### src/design/adc_ctrl_pkg.sv
// package: register map, field layout and constants of the conversion control block
package adc_ctrl_pkg;
  localparam logic [7:0] ADDR_PRESCALE = 8'h95;
  localparam logic [7:0] ADDR_RESULT = 8'h96;
  localparam logic [7:0] ADDR_CONTROL = 8'h97;
  localparam logic [7:0] RST_PRESCALE = 8'h00;
  localparam logic [7:0] RST_RESULT = 8'h00;
  localparam logic [7:0] RST_CONTROL = 8'h00;
  localparam int BIT_DONE = 0;
  localparam int BIT_GO = 1;
  localparam int BIT_SEL_LO = 2;
  localparam int BIT_SEL_HI = 3;
  localparam int BIT_POWER = 5;
  localparam int RESULT_BITS = 8;
  localparam int CLOCKS_PER_BIT = 8;
  localparam logic [5:0] CONV_TICKS_LAST = 6'h3f;
  localparam logic [7:0] CONTROL_WMASK = 8'h2c;

  typedef struct packed {
    logic wr;
    logic rd;
    logic [7:0] addr;
    logic [7:0] wdata;
  } sfr_req_t;

  typedef struct packed {
    logic power_on;
    logic [1:0] chan;
    logic sample;
  } analog_ctl_t;
endpackage

### src/design/conv_clock_div.sv
// conversion clock tick generator: system clock halved, then divided by prescale plus one
`timescale 1ns/1ps
`default_nettype none
module conv_clock_div
  import adc_ctrl_pkg::*;
(
  // clock and reset
  input wire logic ref_clk_i,
  input wire logic rst_n_i,
  // control
  input wire logic run_i,
  input wire logic [7:0] prescale_i,
  // tick
  output logic tick_o
);
  logic half;
  logic [7:0] cnt;
  logic next_half;
  logic [7:0] next_cnt;
  logic next_tick;

  always_comb
  begin
    next_half = 1'b0;
    next_cnt = 8'h00;
    next_tick = 1'b0;
    if (run_i)
    begin
      next_half = ~half;
      next_cnt = cnt;
      if (half)
      begin
        if (cnt >= prescale_i) // RQ2
        begin
          next_cnt = 8'h00;
          next_tick = 1'b1;
        end
        else
        begin
          next_cnt = cnt + 8'h01;
        end
      end
    end
  end

  always_ff @(posedge ref_clk_i)
  begin
    if (!rst_n_i)
    begin
      half <= 1'b0;
      cnt <= 8'h00;
      tick_o <= 1'b0;
    end
    else
    begin
      half <= next_half;
      cnt <= next_cnt;
      tick_o <= next_tick;
    end
  end
endmodule
`default_nettype wire

### src/design/adc_conv_ctrl.sv
// conversion control: special-function registers, timing and completion routing
// Summary of operation
// RQ1 - one of four inputs to 8-bit result
// RQ2 - conversion clock is sysclk/2/(prescale+1)
// RQ3 - software loads prescale for about 6MHz
// RQ4 - start bit begins conversion, self-clears next cycle
// RQ5 - done flag low while busy, set at end
// RQ6 - result loaded together with done flag
// RQ7 - channel field bits 3:2 picks input 0-3
// RQ8 - power bit enables converter, clear shuts off
// RQ9 - conversion lasts 64 conversion clock periods
// RQ10 - routing bit swaps irq-one pin for completion
// RQ11 - completion appears as falling edge
// RQ12 - software sets irq one edge triggered
// RQ13 - software selects analog pin function first
// RQ14 - registers reset to zero
// RQ15 - start ignored while power is off
// RQ16 - channel captured at start, held throughout
`timescale 1ns/1ps
`default_nettype none
module adc_conv_ctrl
  import adc_ctrl_pkg::*;
(
  // clock and reset
  input wire logic ref_clk_i,
  input wire logic rst_n_i,
  // special-function register port
  input wire sfr_req_t sfr_i,
  output logic [7:0] sfr_rdata_o,
  // analog core
  input wire logic [7:0] sar_code_i,
  output analog_ctl_t analog_o,
  // interrupt routing
  input wire logic done_irq_route_i,
  input wire logic ext_irq_one_i,
  output logic irq_one_o
);
  typedef enum logic [1:0] {ST_IDLE, ST_CONV} conv_state_t;

  conv_state_t state;
  conv_state_t next_state;
  logic [7:0] conv_clock_prescale;
  logic [7:0] conv_result;
  logic conv_power_on;
  logic [1:0] chan_sel;
  logic conv_go;
  logic conv_done_flag;
  logic [1:0] chan_held;
  logic [5:0] ticks;
  logic [7:0] next_prescale;
  logic [7:0] next_result;
  logic next_power_on;
  logic [1:0] next_chan_sel;
  logic next_go;
  logic next_done_flag;
  logic [1:0] next_chan_held;
  logic [5:0] next_ticks;
  logic [7:0] next_rdata;
  analog_ctl_t next_analog;
  logic next_irq_one;
  logic tick;
  logic wr_ctl;
  logic start;
  logic finish;

  conv_clock_div u_div (
    .ref_clk_i(ref_clk_i),
    .rst_n_i(rst_n_i),
    .run_i(state == ST_CONV),
    .prescale_i(conv_clock_prescale),
    .tick_o(tick)
  );

  assign wr_ctl = sfr_i.wr && (sfr_i.addr == ADDR_CONTROL);
  // a start only counts when the same write also sets the power bit; power already on is not enough
  assign start = wr_ctl && sfr_i.wdata[BIT_GO] && sfr_i.wdata[BIT_POWER]
    && state == ST_IDLE; // RQ4 RQ15
  assign finish = (state == ST_CONV) && tick && (ticks == CONV_TICKS_LAST); // RQ9

  always_comb
  begin
    next_state = state;
    next_prescale = conv_clock_prescale;
    next_result = conv_result;
    next_power_on = conv_power_on;
    next_chan_sel = chan_sel;
    next_go = 1'b0; // RQ4
    next_done_flag = conv_done_flag;
    next_chan_held = chan_held;
    next_ticks = ticks;
    if (sfr_i.wr && sfr_i.addr == ADDR_PRESCALE)
    begin
      next_prescale = sfr_i.wdata;
    end
    if (wr_ctl)
    begin
      next_power_on = sfr_i.wdata[BIT_POWER]; // RQ8
      next_chan_sel = sfr_i.wdata[BIT_SEL_HI:BIT_SEL_LO]; // RQ7
    end
    unique case (state)
      ST_IDLE:
      begin
        if (start)
        begin
          next_state = ST_CONV;
          next_go = 1'b1; // RQ4
          next_done_flag = 1'b0; // RQ5
          next_chan_held = sfr_i.wdata[BIT_SEL_HI:BIT_SEL_LO]; // RQ16
          next_ticks = 6'h00;
        end
      end
      ST_CONV:
      begin
        if (!next_power_on)
        begin
          // power removed mid-conversion aborts; no result is posted
          next_state = ST_IDLE;
        end
        else if (finish)
        begin
          next_state = ST_IDLE;
          next_done_flag = 1'b1; // RQ5 RQ6
          next_result = sar_code_i; // RQ6 RQ1
        end
        else if (tick)
        begin
          next_ticks = ticks + 6'h01; // RQ9
        end
      end
    endcase
  end

  always_comb
  begin
    next_rdata = 8'h00;
    if (sfr_i.rd)
    begin
      unique case (sfr_i.addr)
        ADDR_PRESCALE: next_rdata = conv_clock_prescale;
        ADDR_RESULT: next_rdata = conv_result;
        ADDR_CONTROL: next_rdata = {2'b00, conv_power_on, 1'b0, chan_sel, conv_go,
          conv_done_flag};
        default: next_rdata = 8'h00;
      endcase
    end
    next_analog.power_on = next_power_on; // RQ8
    next_analog.chan = (next_state == ST_CONV) ? next_chan_held : next_chan_sel; // RQ16
    next_analog.sample = next_go;
    // the line is asserted low, so the inverted done flag makes completion a falling edge
    next_irq_one = done_irq_route_i ? ~next_done_flag : ext_irq_one_i; // RQ10 RQ11
  end

  always_ff @(posedge ref_clk_i)
  begin
    if (!rst_n_i)
    begin
      state <= ST_IDLE;
      conv_clock_prescale <= RST_PRESCALE; // RQ14
      conv_result <= RST_RESULT; // RQ14
      conv_power_on <= RST_CONTROL[BIT_POWER];
      chan_sel <= RST_CONTROL[BIT_SEL_HI:BIT_SEL_LO];
      conv_go <= RST_CONTROL[BIT_GO];
      conv_done_flag <= RST_CONTROL[BIT_DONE];
      chan_held <= 2'b00;
      ticks <= 6'h00;
      sfr_rdata_o <= 8'h00;
      analog_o <= '0;
      irq_one_o <= 1'b1;
    end
    else
    begin
      state <= next_state;
      conv_clock_prescale <= next_prescale;
      conv_result <= next_result;
      conv_power_on <= next_power_on;
      chan_sel <= next_chan_sel;
      conv_go <= next_go;
      conv_done_flag <= next_done_flag;
      chan_held <= next_chan_held;
      ticks <= next_ticks;
      sfr_rdata_o <= next_rdata;
      analog_o <= next_analog;
      irq_one_o <= next_irq_one;
    end
  end

  // assertion helpers: system clocks spent converting, and whether the divisor was
  // rewritten meanwhile; a rewrite moves the end point, so the length check stands aside
  logic [15:0] conv_clocks;
  logic [15:0] next_conv_clocks;
  logic prescale_moved;
  logic next_prescale_moved;

  always_comb
  begin
    next_conv_clocks = conv_clocks;
    next_prescale_moved = prescale_moved;
    if (start)
    begin
      next_conv_clocks = 16'h0000;
      next_prescale_moved = 1'b0;
    end
    else if (state == ST_CONV)
    begin
      // 16 bits hold the longest conversion, 128 * 256 clocks, with room to spare
      next_conv_clocks = conv_clocks + 16'h0001;
      if (sfr_i.wr && sfr_i.addr == ADDR_PRESCALE)
      begin
        next_prescale_moved = 1'b1;
      end
    end
  end

  always_ff @(posedge ref_clk_i)
  begin
    if (!rst_n_i)
    begin
      conv_clocks <= 16'h0000;
      prescale_moved <= 1'b0;
    end
    else
    begin
      conv_clocks <= next_conv_clocks;
      prescale_moved <= next_prescale_moved;
    end
  end
endmodule
`default_nettype wire

### config.mk
export PLATFORM = sky130hd
export DESIGN_NAME = adc_conv_ctrl
export DESIGN_NICKNAME = d
export VERILOG_FILES = /design/src/design/adc_ctrl_pkg.sv /design/src/design/conv_clock_div.sv /design/src/design/adc_conv_ctrl.sv
export SDC_FILE = /design/constraint.sdc
export NUM_CORES = 1
export LEC_CHECK = 0
export BUFFER_PORTS_ARGS = -buffer_cell sky130_fd_sc_hd__buf_2
export CAP_MARGIN = 25
export CORE_MARGIN = 3
export CORE_UTILIZATION = 58
export CTS_BUF_LIST = sky130_fd_sc_hd__clkbuf_2 sky130_fd_sc_hd__clkbuf_4 sky130_fd_sc_hd__clkbuf_8
export DETAILED_ROUTE_END_ITERATION = 10
export PLACE_DENSITY = 0.82
export SYNTH_ARGS = -nofsm -noshare
export SYNTH_HDL_FRONTEND = slang
export SYNTH_HIERARCHICAL = 1
export SYNTH_SLANG_ARGS = --single-unit
### constraint.sdc
create_clock -name ref_clk_i -period 2.47 [get_ports ref_clk_i]
set_input_delay 0.494 -clock ref_clk_i [delete_from_list [all_inputs] [get_ports ref_clk_i]]
set_output_delay 0.494 -clock ref_clk_i [all_outputs]
set_load 0.03 [all_outputs]
==> results, run 1 <==
- The routability-driven placement congestion ratio is 0.865.
- After synthesis, the largest family of logic cells by area is simple AND/OR/NAND/NOR gates.
- The area growth from synthesis to layout is 13.6%.
- The I/O pin count is 43.
- The sort of element at the start of the critical path is a register.
- Yosys instantiated no cell more often than sky130_fd_sc_hd__dfxtp_1.
- The reported leakage power is 1.15 nW.
- The share of total power dissipated in sequential elements is 0.564.
- The minimum clock period after layout is 1.81 ns.
- The hold violation total from the final report came to 0.
- The worst hold slack after final layout is 0.448 ns.
- The fraction of synthesized cell area taken by the top area cell type is 0.404.
- The part of the cycle the worst path needs is 0.732.
- For this run, design rule violations remaining after detail routing come to 0.
- The met2 track demand over resource in global routing is 0.337.
- The peak ir drop on the vdd network is 377 uV.
- Of all nets on the critical path, the largest fanout is 3.
- Sorting the synthesized cells by how often they occur yields sky130_fd_sc_hd__dfxtp_1, sky130_fd_sc_hd__mux2i_1, sky130_fd_sc_hd__nor2b_1, sky130_fd_sc_hd__nor2_1, sky130_fd_sc_hd__nand2_1.
- The switching component of the power is 0.000318 W.
- The number of fill cells in the layout is 311.
- The post-layout net count is 346.
- In the global route stage, met1 resource usage came out at 0.274.
- The TritonCTS sink count is 52.
- The cell taking the most area after synthesis is sky130_fd_sc_hd__dfxtp_1.
- The number of setup violations in the final report is 0.
- The master cell of the clock root buffer is sky130_fd_sc_hd__clkbuf_8.
- The path class of the tightest hold or removal check is primary input to register.
- The part of the Yosys area used for sequential elements is 0.404.
- Of the total power, the clock network draws 0.390.
- Ranked by total cell area, the synthesized netlist is headed by sky130_fd_sc_hd__dfxtp_1, sky130_fd_sc_hd__mux2i_1, sky130_fd_sc_hd__nor2b_1.
- The TritonCTS clock tree is done.
- The synthesized area divided by synthesized cell count is 9.76 um^2.
- In the synthesized netlist the dominant register cell turns out to be sky130_fd_sc_hd__dfxtp_1.
- For this design, the CTS-stage hold fixing added 0 buffers.
- The iteration count of the initial detailed-routing pass is 4.
- The number of buffers inserted to repair setup after CTS is 0.
- Of the total synthesized cell area, the portion taken by XOR and XNOR cells is 0.0170.
- The maximum number of buffers from clock root to sink is 2.
- The number of buffers created by CTS is 5.
- The all-layer global routing usage is 0.208.
- The endpoint required time on the critical path is 2.70 ns.
- Counting flops and latches in the post-synthesis netlist gives 52.
- Of the total synthesized cell area, the portion taken by full adders, half adders and majority gates is 0.0486.
- The async set-or-reset flop fraction in the synthesized netlist is 0.
- The routed layout has 2044 vias.
- The detail route stage leaves a number of antenna-violating nets equal to 0.
- The final max-slew violation count was 0.
- Synthesis produced a netlist with a net count of 304.
- The diode insertion count for antenna repair is 0.
- The cell area that synthesis handed to floorplanning was 2580 um^2.
- The worst setup path is captured at a register.
- The actual slew at the worst max-slew pin is 0.759 ns.
- The run finished with clean final reports.
- The maximum level of the CTS H-tree is 2.
- The area of placed instances is 2810 um^2.
- The gate count after technology mapping is 264.
- The classification of the worst setup path is register to register.
- The switching portion of total power is 0.213.
- STA puts the critical path data arrival time at 2.04 ns.
- The final standard cell area without fillers is 2930 um^2.
- The number of global-route vias before repair is 1950.
- The internal portion of the total power is 0.00117 W.
- Synthesis instantiated 52 different standard cells from the library.
- The final wirelength is 5270 um.
- The post-CTS resize count is 0.
- The simple logic cell fraction of the synthesized area is 0.234.
- Setup total negative slack on the finished layout was measured at 0 ns.
- The number of warnings printed during yosys synthesis is 6.
- Clock latency on the worst-skew pair, taken at its later pin, is 0.30 ns.
- The estimated wirelength of the detail-placed design is 3920 um.
- The starting density of the core is 0.622.
- Clock-pin slew was measured on the worst setup and hold paths at 0.10 ns.
- The final worst clock skew is 0.00403 ns.
- Entering global routing, the biggest net connects 19 pins.
- The total congestion overflow is 0.
- Setup repair after global routing left no endpoint under its margin.
- The number of antenna violations at the first check in global routing came to 0.
- After global routing, the most crowded layer is met2.
- The detailed-route wire length per cell is 14.8 um.
- In the global route stage, met3 resource usage came out at 0.0510.
- The power per standard cell area is 509 nW/um^2.
- The count of maximum capacitance violations is 0.
- The synthesized design contains 0 enable-type register cells.
- The floorplan has 23 rows.
- The portion of synthesized area spent on multiplexers is 0.128.
- The core region is 4140 um^2.
- The floorplan step set the die width to 72.6 um.
- The maximum operating frequency is 553 MHz.
- Of the cells placed in the final design, the portion with a size suffix greater than 1 is 0.248.
- The floorplan die height is 72.6 um.
- The global-route wire length before repair is 8740 um.
- The share of total power dissipated in combinational logic is 0.047.
- The post-synthesis compound-gate area fraction is 0.129.
- Buffers placed on the I/O ports in this run total 42.
- The total chip power is 0.00149 W.
- The headroom to the max-slew limit is 0.489.
- Using the TritonRoute via totals, the vias-per-cell ratio works out to 5.73.
- The total die area is 5280 um^2.
- The detailed router finished its first iteration with 116 violations.
-- path summary, 6_finish.rpt --
| path | from | slack [ns] | depth (start not counted) | endpoint |
|---|---|---|---|---|
| setup / recovery | conv_clock_prescale[7] | 0.66 | 6 | u_div/cnt[2] |
| hold / removal | sar_code_i[7] | 0.45 | 3 | conv_result[7] |
| setup reg to reg | conv_clock_prescale[7] | 0.66 | 6 | u_div/cnt[2] |
| hold reg to reg | chan_held[1] | 0.50 | 2 | chan_held[1] |
-- placed cells by master (no fill, tap or decap), types with 2 or more instances in the layout --
master	instances
sky130_fd_sc_hd__xor2_1	3
sky130_fd_sc_hd__clkbuf_8	5
sky130_fd_sc_hd__o21ai_1	2
sky130_fd_sc_hd__ha_1	10
sky130_fd_sc_hd__a22oi_1	8
sky130_fd_sc_hd__nor2_1	20
sky130_fd_sc_hd__dfxtp_1	52
sky130_fd_sc_hd__or3_1	6
sky130_fd_sc_hd__a21oi_1	4
sky130_fd_sc_hd__nand4_1	12
sky130_fd_sc_hd__a211oi_2	5
sky130_fd_sc_hd__mux2_2	7
sky130_fd_sc_hd__buf_2	42
sky130_fd_sc_hd__mux2i_1	25
sky130_fd_sc_hd__nand2_1	19
sky130_fd_sc_hd__nand2b_1	3
sky130_fd_sc_hd__and2_1	3
sky130_fd_sc_hd__o211a_1	2
sky130_fd_sc_hd__and3_1	3
sky130_fd_sc_hd__nand4b_1	2
sky130_fd_sc_hd__o21ai_0	2
sky130_fd_sc_hd__nand3_1	6
sky130_fd_sc_hd__xnor2_1	2
sky130_fd_sc_hd__buf_4	3
sky130_fd_sc_hd__a21boi_0	2
sky130_fd_sc_hd__nor2b_1	21
sky130_fd_sc_hd__inv_1	12
-- cell type report --
class	instances	area (um^2)	share of cell area
clock inverters	3	42.5	0.0145
multi-input cells	190	1430	0.490
well taps	50	62.6	0.0214
clock buffers	5	68.8	0.0235
repair buffers	45	233	0.0796
flip-flops and latches	52	1040	0.356
inverters	12	45.0	0.0154
-- stage by stage --
step | util | std cells | worst slack, ns
finish | 0.706 | 357 | 0.661
global route | 0.706 | 357 | 0.507
CTS | 0.706 | 357 | 0.641
detailed placement | 0.679 | 349 | 0.377
global placement | 0.679 | 349 | 0.438
floorplan | - | 264 | 0.568
-- critical path: stages (launching register included) --
cell and delay [ns]:
sky130_fd_sc_hd__dfxtp_1 0.39, sky130_fd_sc_hd__inv_1 0.06, sky130_fd_sc_hd__ha_1 0.23, sky130_fd_sc_hd__or4_4 0.54, sky130_fd_sc_hd__a21oi_4 0.16, sky130_fd_sc_hd__o221ai_1 0.17, sky130_fd_sc_hd__a21oi_1 0.18
-- state kept, by name, summed over array words and instances (netlist names), 2 cells and up --
signal,count
state,2
u_div/cnt,8
chan_sel,2
analog_o,2
conv_result,8
chan_held,2
ticks,6
conv_clock_prescale,8
sfr_rdata_o,8
-- power by group through the flow --
stage,clock [W],sequential [W],combinational (W)
2_1_floorplan,0,0.000860,0.0000317
3_3_place_gp,0,0.000858,0.0000671
3_5_place_dp,0,0.000859,0.0000685
4_1_cts,0.000589,0.000839,0.0000687
5_1_grt,0.000615,0.000839,0.0000751
6_report,0.000580,0.000839,0.0000692
-- cell families after synthesis --
family,count (synthesis)
AOI/OAI and AO/OA,37
xor gates and xnor gates,5
adders and majority gates,10
buffers and inverters,22
DFF,52
muxes,32
and+or+nand+nor,106
-- routing by layer --
layer | up-vias | part of all wire
li1 | 1035 | -
met1 | 954 | 0.46
met2 | 50 | 0.47
met3 | 5 | 0.054
met4 | 0 | 0.0091
met5 | - | 0
Power figures use the tool's default switching activity.
==> inputs of run 2 (changes only) <==
Clock period 2.47 ns to 1.7 ns, I/O delays scaled along.
==> run 2 against run 1 <==
- the flow now finishes with violations (setup timing)
- global-route usage up 2.2 points
- first-iteration DRC count rose by 16%
- power increased by 40%
- utilization rose by 8.0 points
- clock skew grew 0.0062 ns
- clock power grew 28%
- non-clock buffer count grew 33
- sequential cell count unchanged
- clock-buffer cell count stayed put
- die area unchanged
- worst setup slack worse by 0.68 ns
- critical path depth unchanged
- largest cell class unchanged
==> results, run 2 (synthesis results as in run 1) <==
- The number of fill cells in the layout is 280 (-10%).
- The maximum operating frequency was 581 MHz (+5.1%).
- The power per standard cell area came to 641 nW/um^2 (+26%).
- The peak ir drop on the vdd network is 630 uV (+67%).
- The reported leakage power came to 1.32 nW (+14%).
- The DRC marker count from the first detailed-route iteration is 135 (+16%).
- In the layout the commonest cells are sky130_fd_sc_hd__dfxtp_1, sky130_fd_sc_hd__buf_2, sky130_fd_sc_hd__buf_4.
- The total die area came to 5280 um^2 (unchanged).
- The average vias per placed instance is 5.78 (+1.0%).
- The critical path data arrival time is 1.96 ns (-0.08 ns).
- The final worst clock skew is 0.0103 ns (+0.00624 ns).
- Setup repair after global routing could not meet its margin everywhere.
- In this run the top signal layer used is met4.
- The maximum level of the CTS H-tree came to 2 (unchanged).
- The endpoint required time on the critical path is 1.94 ns (-0.76 ns).
- The post-route DRC violation count came to 0 (unchanged).
- The TritonCTS sink count was 52 (unchanged).
- The footprint of the multi-input gates is 1520 um^2 (+6.3%).
- The number of buffers created by CTS is 5 (unchanged).
- The number of setup violations in the final report is 1 (+1).
- The part of the cycle the worst path needs is 1.01 (+0.280).
- The number of nets still failing antenna checks after routing was 0 (unchanged).
- The tightest min-delay check is of the primary input to register type.
- The sort of element at the end of the critical path is a register.
- The count of vias placed by the detailed router was 2256 (+10%).
- The maximum number of pins on one net before global-route repair is 22 (+3).
- The diode insertion count for antenna repair came to 0 (unchanged).
- The largest fanout on the critical path was 8 (+5).
- The area of placed instances is 3020 um^2 (+7.5%).
- The iteration count of the initial detailed-routing pass is 4 (unchanged).
- The routability-driven placement congestion ratio is 0.854 (-1.4%).
- The routed length on met1 was 2740 um (+12%).
- The sort of element at the start of the critical path is a register.
- The estimated wirelength of the detail-placed design is 4310 um (+10%).
- The headroom to the max-slew limit was 0.706 (+0.217).
- The area of all sequential standard cells came to 1050 um^2 (+0.72%).
- The number of global-route vias before repair is 2110 (+8.2%).
- The number of standard-cell rows in the floorplan is 23 (unchanged).
- The number of buffers added to fix hold violations after cts is 0 (unchanged).
- The final wirelength is 6560 um (+24%).
- The die span in x came to 72.6 um (unchanged).
- The master cell of the clock root buffer is sky130_fd_sc_hd__clkbuf_8.
- The slowest stage of the critical path belongs to the cell sky130_fd_sc_hd__or4_4.
- Leaving out fill and tap cells, the most frequent cell in the layout is sky130_fd_sc_hd__dfxtp_1.
- The worst hold slack after final layout is 0.276 ns (-0.172 ns).
- The setup slack of the critical path after layout is -0.0216 ns (-0.682 ns).
- The I/O pin count is 43 (unchanged).
- The floorplan die height was 72.6 um (unchanged).
- The total congestion overflow is 0 (unchanged).
- The count of maximum capacitance violations was 0 (unchanged).
- The all-layer global routing usage is 0.230 (+0.0220).
- The hold violation total from the final report is 0 (unchanged).
- On the critical path the largest part of the delay comes from compound AO/OA/AOI/OAI gates.
- The maximum number of buffers from clock root to sink came to 2 (unchanged).
- The minimum clock period after layout is 1.72 ns (-0.0876 ns).
- By startpoint and endpoint, the worst setup path is classified as register to register.
- The fraction of layout instances using a drive strength above 1 is 0.376 (+0.129).
- The final max-slew violation count is 0 (unchanged).
- The starting density of the core was 0.622 (unchanged).
- The final standard cell area without fillers is 3260 um^2 (+11%).
- Compared with the post-synthesis result, the final layout area differs by 26.4%.
- The amount of wire on met2 after detailed routing is 3250 um (+31%).
- The detailed-route wire length per cell is 16.8 um (+14%).
- The clock input transition at the sequential cells of the worst setup and hold paths came to 0.10 ns (about the same).
- The clock latency on the worst-skew pair is 0.32 ns (+0.02 ns).
- The actual slew at the worst max-slew pin is 0.437 ns (-0.322 ns).
- The area inside the core boundary is 4140 um^2 (unchanged).
- TritonCTS built the clock tree.
- The longest individual stage delay on the worst path is 0.45 ns (-0.09 ns).
- The post-layout net count came to 379 (+9.5%).
- The number of antenna violations at the first check in global routing is 0 (unchanged).
- Traced cell by cell, the critical path runs through inv_1 -> ha_1 -> or4_4 -> a21oi_4 -> o21ai_4 -> a211oi_2.
- The checks that failed: setup timing.
- The count of buffers inserted at the top-level ports is 42 (unchanged).
- The number of buffers and inverters on the critical path was 1 (unchanged).
- The routed length on met3 is 439 um (+55%).
- The global-route wire length before repair is 9520 um (+8.8%).
- The setup slack on the worst flop-to-flop path is -0.02 ns (-0.68 ns).
- The run finished, with violations left.
==> run 2: cell count changes in the layout (fill, tap and decap cells not counted), moves of 3 or more <==
cell	previous run	this run
sky130_fd_sc_hd__inv_2	0	3
sky130_fd_sc_hd__dfxtp_1	52	46
sky130_fd_sc_hd__ha_1	10	6
sky130_fd_sc_hd__buf_4	3	35
sky130_fd_sc_hd__inv_1	12	9
sky130_fd_sc_hd__dfxtp_2	0	6
==> run 2: worst paths after layout <==
check                    startpoint        endpoint  cells past startpoint
max          conv_clock_prescale[3]    u_div/cnt[7]                      6
min                   sar_code_i[2]  conv_result[2]                      3
max reg2reg  conv_clock_prescale[3]    u_div/cnt[7]                      6
min reg2reg            chan_held[1]    chan_held[1]                      2
==> run 2: where the power goes <==
part	internal (W)	switching [W]	total [W]
Sequential	0.00122	0.000000469	0.00122
Combinational	0.0000617	0.0000617	0.000123
Clock	0.000301	0.000445	0.000745
==> run 2: through the flow <==
stage | setup TNS (ns) | std cells | setup slack [ns] | power, W | util
2_1_floorplan | 0 | 264 | 0.00118 | 0.00130 | -
3_3_place_gp | -1.81 | 377 | -0.162 | 0.00136 | 0.730
3_5_place_dp | -2.72 | 377 | -0.254 | 0.00136 | 0.730
4_1_cts | -0.00337 | 386 | -0.00337 | 0.00208 | 0.759
5_1_grt | -0.206 | 390 | -0.0537 | 0.00215 | 0.786
6_report | -0.0216 | 390 | -0.0216 | 0.00209 | 0.786
==> run 2: cell type report <==
cell class	instances	share of cell area
multi-input cells	190	0.468
flip-flops and latches	52	0.322
repair buffers	78	0.149
clock buffers	5	0.0211
well taps	50	0.0192
inverters	12	0.0138
clock inverters	3	0.00768
==> run 2: repair_timing <==
item | 4_1_cts | 5_1_grt
endpoints found under the setup margin | 9 | 15
pin swaps | 7 | 8
gates resized for setup | 7 | 20
gates cloned | 1 | 0
setup buffers | 0 | 4
==> run 2: worst register-to-register path, cell delays in order (launching register included) <==
cell and delay [ns]:
sky130_fd_sc_hd__dfxtp_1 0.37, sky130_fd_sc_hd__inv_1 0.06, sky130_fd_sc_hd__ha_1 0.23, sky130_fd_sc_hd__or4_4 0.45, sky130_fd_sc_hd__a21oi_4 0.17, sky130_fd_sc_hd__o21ai_4 0.13, sky130_fd_sc_hd__a211oi_2 0.24
==> run 2: layer usage <==
metal,track usage,vias up
met3,0.0579,16
met4,0.0820,0
met2,0.385,89
met5,0,-
li1,-,1102
met1,0.287,1049
==> inputs of run 3 (changes only) <==
--- a/config.mk
+++ b/config.mk
@@ -14,2 +14,3 @@
 export PLACE_DENSITY = 0.82
+export RECOVER_POWER = 100
 export SYNTH_ARGS = -nofsm -noshare
--- a/constraint.sdc
+++ b/constraint.sdc
@@ -3,2 +3,2 @@
 set_output_delay 0.34 -clock ref_clk_i [all_outputs]
-set_load 0.03 [all_outputs]
+set_load 0.02 [all_outputs]
==> run 3 against run 2 <==
- the run still ends with setup timing left
- critical path depth unchanged
- first-iteration DRC count down 2.2%
- die area unchanged
- cell count unchanged
- wire length down 0.12%
- non-clock buffer count unchanged
- final area down 1.5%
- worst hold slack better by 0.0039 ns
- sequential share of layout area up 0.50 points
- combinational power about the same
- via count up 1.2%
- utilization down 1.2 points
- critical endpoint unchanged
- largest cell class unchanged
- highest routed layer unchanged
==> results, run 3 (synthesis results as in run 1) <==
- The final worst clock skew was 0.00948 ns (-0.000788 ns).
- The count of maximum capacitance violations is 0 (unchanged).
- The area growth from synthesis to final layout is 24.5%.
- The power per standard cell area came to 648 nW/um^2 (+1.1%).
- The start point of the worst hold path is sar_code_i[2].
- The number of setup violations in the final report is 1 (unchanged).
- The starting density of the core is 0.622 (unchanged).
- The most critical setup path has its startpoint at conv_clock_prescale[3].
- The floorplan die height was 72.6 um (unchanged).
- In the layout the commonest cells are sky130_fd_sc_hd__dfxtp_1, sky130_fd_sc_hd__buf_2, sky130_fd_sc_hd__buf_4.
- The maximum operating frequency is 581 MHz (about the same).
- The largest fanout on the critical path is 8 (unchanged).
- The post-placement cell count is 377 (unchanged).
- The final wirelength came to 6560 um (-0.12%).
- The routability-driven placement congestion ratio was 0.854 (unchanged).
- The critical path in this run is classified as register to register.
- The number of buffers added to fix hold violations after cts is 0 (unchanged).
- The total die area came to 5280 um^2 (unchanged).
- The path type of the worst min-delay path is primary input to register.
- The setup slack of the critical path after layout is -0.0203 ns (+0.00127 ns).
- The reported leakage power is 1.25 nW (-5.6%).
- Setup repair after global routing could not meet its margin everywhere.
- The area of placed instances is 3020 um^2 (unchanged).
- The clock network power share is 0.356 (about the same).
- The sort of element at the start of the critical path is a register.
- The final standard cell area without fillers is 3210 um^2 (-1.5%).
- The average vias per placed instance is 5.85 (+1.2%).
- The count of buffers inserted at the top-level ports was 42 (unchanged).
- The number of antenna violations at the first check in global routing came to 0 (unchanged).
- The worst register-to-register path begins at conv_clock_prescale[3].
- The maximum number of pins on one net before global-route repair is 22 (unchanged).
- The fraction of layout instances using a drive strength above 1 is 0.318 (-0.0588).
- The number of standard-cell rows in the floorplan is 23 (unchanged).
- The count of vias placed by the detailed router is 2282 (+1.2%).
- The final instance count without filler cells is 390 (unchanged).
- The hold violation total from the final report is 0 (unchanged).
- The total negative slack for setup checks is -0.0203 ns (+0.00127 ns).
- The switching portion of total power is 0.240 (-0.00243).
- The clock latency on the worst-skew pair is 0.32 ns (about the same).
- The global-route wire length before repair is 9520 um (unchanged).
- The post-layout net count is 379 (unchanged).
- The minimum clock period after layout came to 1.72 ns (-0.00127 ns).
- The share of total power in combinational logic is 0.058 (about the same).
- The iteration count of the initial detailed-routing pass is 4 (unchanged).
- The die span in x is 72.6 um (unchanged).
- The clock input transition at the sequential cells of the worst setup and hold paths is 0.10 ns (about the same).
- The maximum level of the CTS H-tree was 2 (unchanged).
- The checks that failed: setup timing.
- The estimated wirelength of the detail-placed design is 4310 um (unchanged).
- The post-route DRC violation count is 0 (unchanged).
- The number of nets still failing antenna checks after routing is 0 (unchanged).
- The detailed-route wire length per cell was 16.8 um (-0.12%).
- The sort of element at the end of the critical path is a register.
- The headroom to the max-slew limit is 0.709 (+0.00209).
- The I/O pin count is 43 (unchanged).
- The final max-slew violation count is 0 (unchanged).
- The depth of the worst hold-timing path came to 3 (unchanged).
- The all-layer global routing usage is 0.230 (unchanged).
- The master cell of the clock root buffer is sky130_fd_sc_hd__clkbuf_8.
- The final core utilization is 0.774 (-0.0121).
- The relative contribution of sequential cells to total power is 0.587 (+0.003).
- The part of the cycle the worst path needs is 1.01 (about the same).
- The TritonCTS clock tree is done.
- The diode insertion count for antenna repair was 0 (unchanged).
- The maximum number of buffers from clock root to sink is 2 (unchanged).
- The flow ran to the end, but the final reports show violations.
- The endpoint required time on the critical path is 1.94 ns (about the same).
- The peak ir drop on the vdd network is 626 uV (-0.71%).
- The actual slew at the worst max-slew pin is 0.434 ns (-0.00310 ns).
- The library cell used most frequently in the layout, excluding fill and tap cells, is sky130_fd_sc_hd__dfxtp_1.
- The TritonCTS sink count is 52 (unchanged).
- The switching component of the power is 0.000499 W (-1.5%).
- The number of buffers created by CTS is 5 (unchanged).
- The internal power is 0.00158 W (-0.14%).
- The number of global-route vias before repair was 2110 (unchanged).
- The DRC marker count from the first detailed-route iteration came to 132 (-2.2%).
- The worst hold slack after final layout is 0.280 ns (+0.00389 ns).
- The critical path data arrival time was 1.96 ns (about the same).
- The depth of the most critical reg-to-reg path is 6 (unchanged).
- The total congestion overflow came to 0 (unchanged).
- The area inside the core boundary is 4140 um^2 (unchanged).
[run 3: final timing paths]
path / end / slack, ns
worst max-delay path: u_div/cnt[7] / -0.02
worst min-delay path: conv_result[2] / 0.28
worst max register to register: u_div/cnt[7] / -0.02
worst min register to register: chan_held[1] / 0.49
[run 3: timing repair]
action	CTS	global route
setup endpoints to repair	9	15
pin swaps	7	8
buffers inserted	0	4
gates cloned	1	0
endpoints found under the hold margin	0	0
gates resized for setup	7	20
[run 3: per-layer routing]
| layer | global-route usage | vias up | part of all wire | routed length (um) |
|---|---|---|---|---|
| met5 | 0 | - | 0 | 0 |
| met1 | 0.287 | 1073 | 0.41 | 2710 |
| met4 | 0.0820 | 0 | 0.026 | 168 |
| met3 | 0.0579 | 17 | 0.070 | 458 |
| met2 | 0.385 | 89 | 0.49 | 3220 |
| li1 | - | 1103 | - | - |
[run 3: critical path: stages (launching register included)]
cell and delay, ns:
sky130_fd_sc_hd__dfxtp_1 0.37, sky130_fd_sc_hd__inv_1 0.06, sky130_fd_sc_hd__ha_1 0.23, sky130_fd_sc_hd__or4_4 0.45
sky130_fd_sc_hd__a21oi_4 0.17, sky130_fd_sc_hd__o21ai_4 0.13, sky130_fd_sc_hd__a211oi_2 0.24
[run 3: cell type report]
class / instances / area (um^2)
fillers: 294 / 937
clock inverters: 3 / 25.0
repair buffers: 78 / 447
inverters: 12 / 45.0
well taps: 50 / 62.6
flip-flops and latches: 52 / 1050
clock buffers: 5 / 68.8
multi-input cells: 190 / 1510
[run 3: power by group through the flow]
stage / clock [W] / sequential (W) / combinational [W]
CTS: 0.000751 / 0.00122 / 0.000115
global placement: 0 / 0.00125 / 0.000112
global route: 0.000798 / 0.00122 / 0.000129
detailed placement: 0 / 0.00125 / 0.000115
finish: 0.000739 / 0.00122 / 0.000120
floorplan: 0 / 0.00125 / 0.0000476
[run 3: per-stage QoR]
stage	worst slack (ns)	total power, W
3_5_place_dp	-0.254	0.00136
3_3_place_gp	-0.162	0.00136
5_1_grt	-0.0537	0.00215
2_1_floorplan	0.00118	0.00130
6_report	-0.0203	0.00208
4_1_cts	-0.00337	0.00208
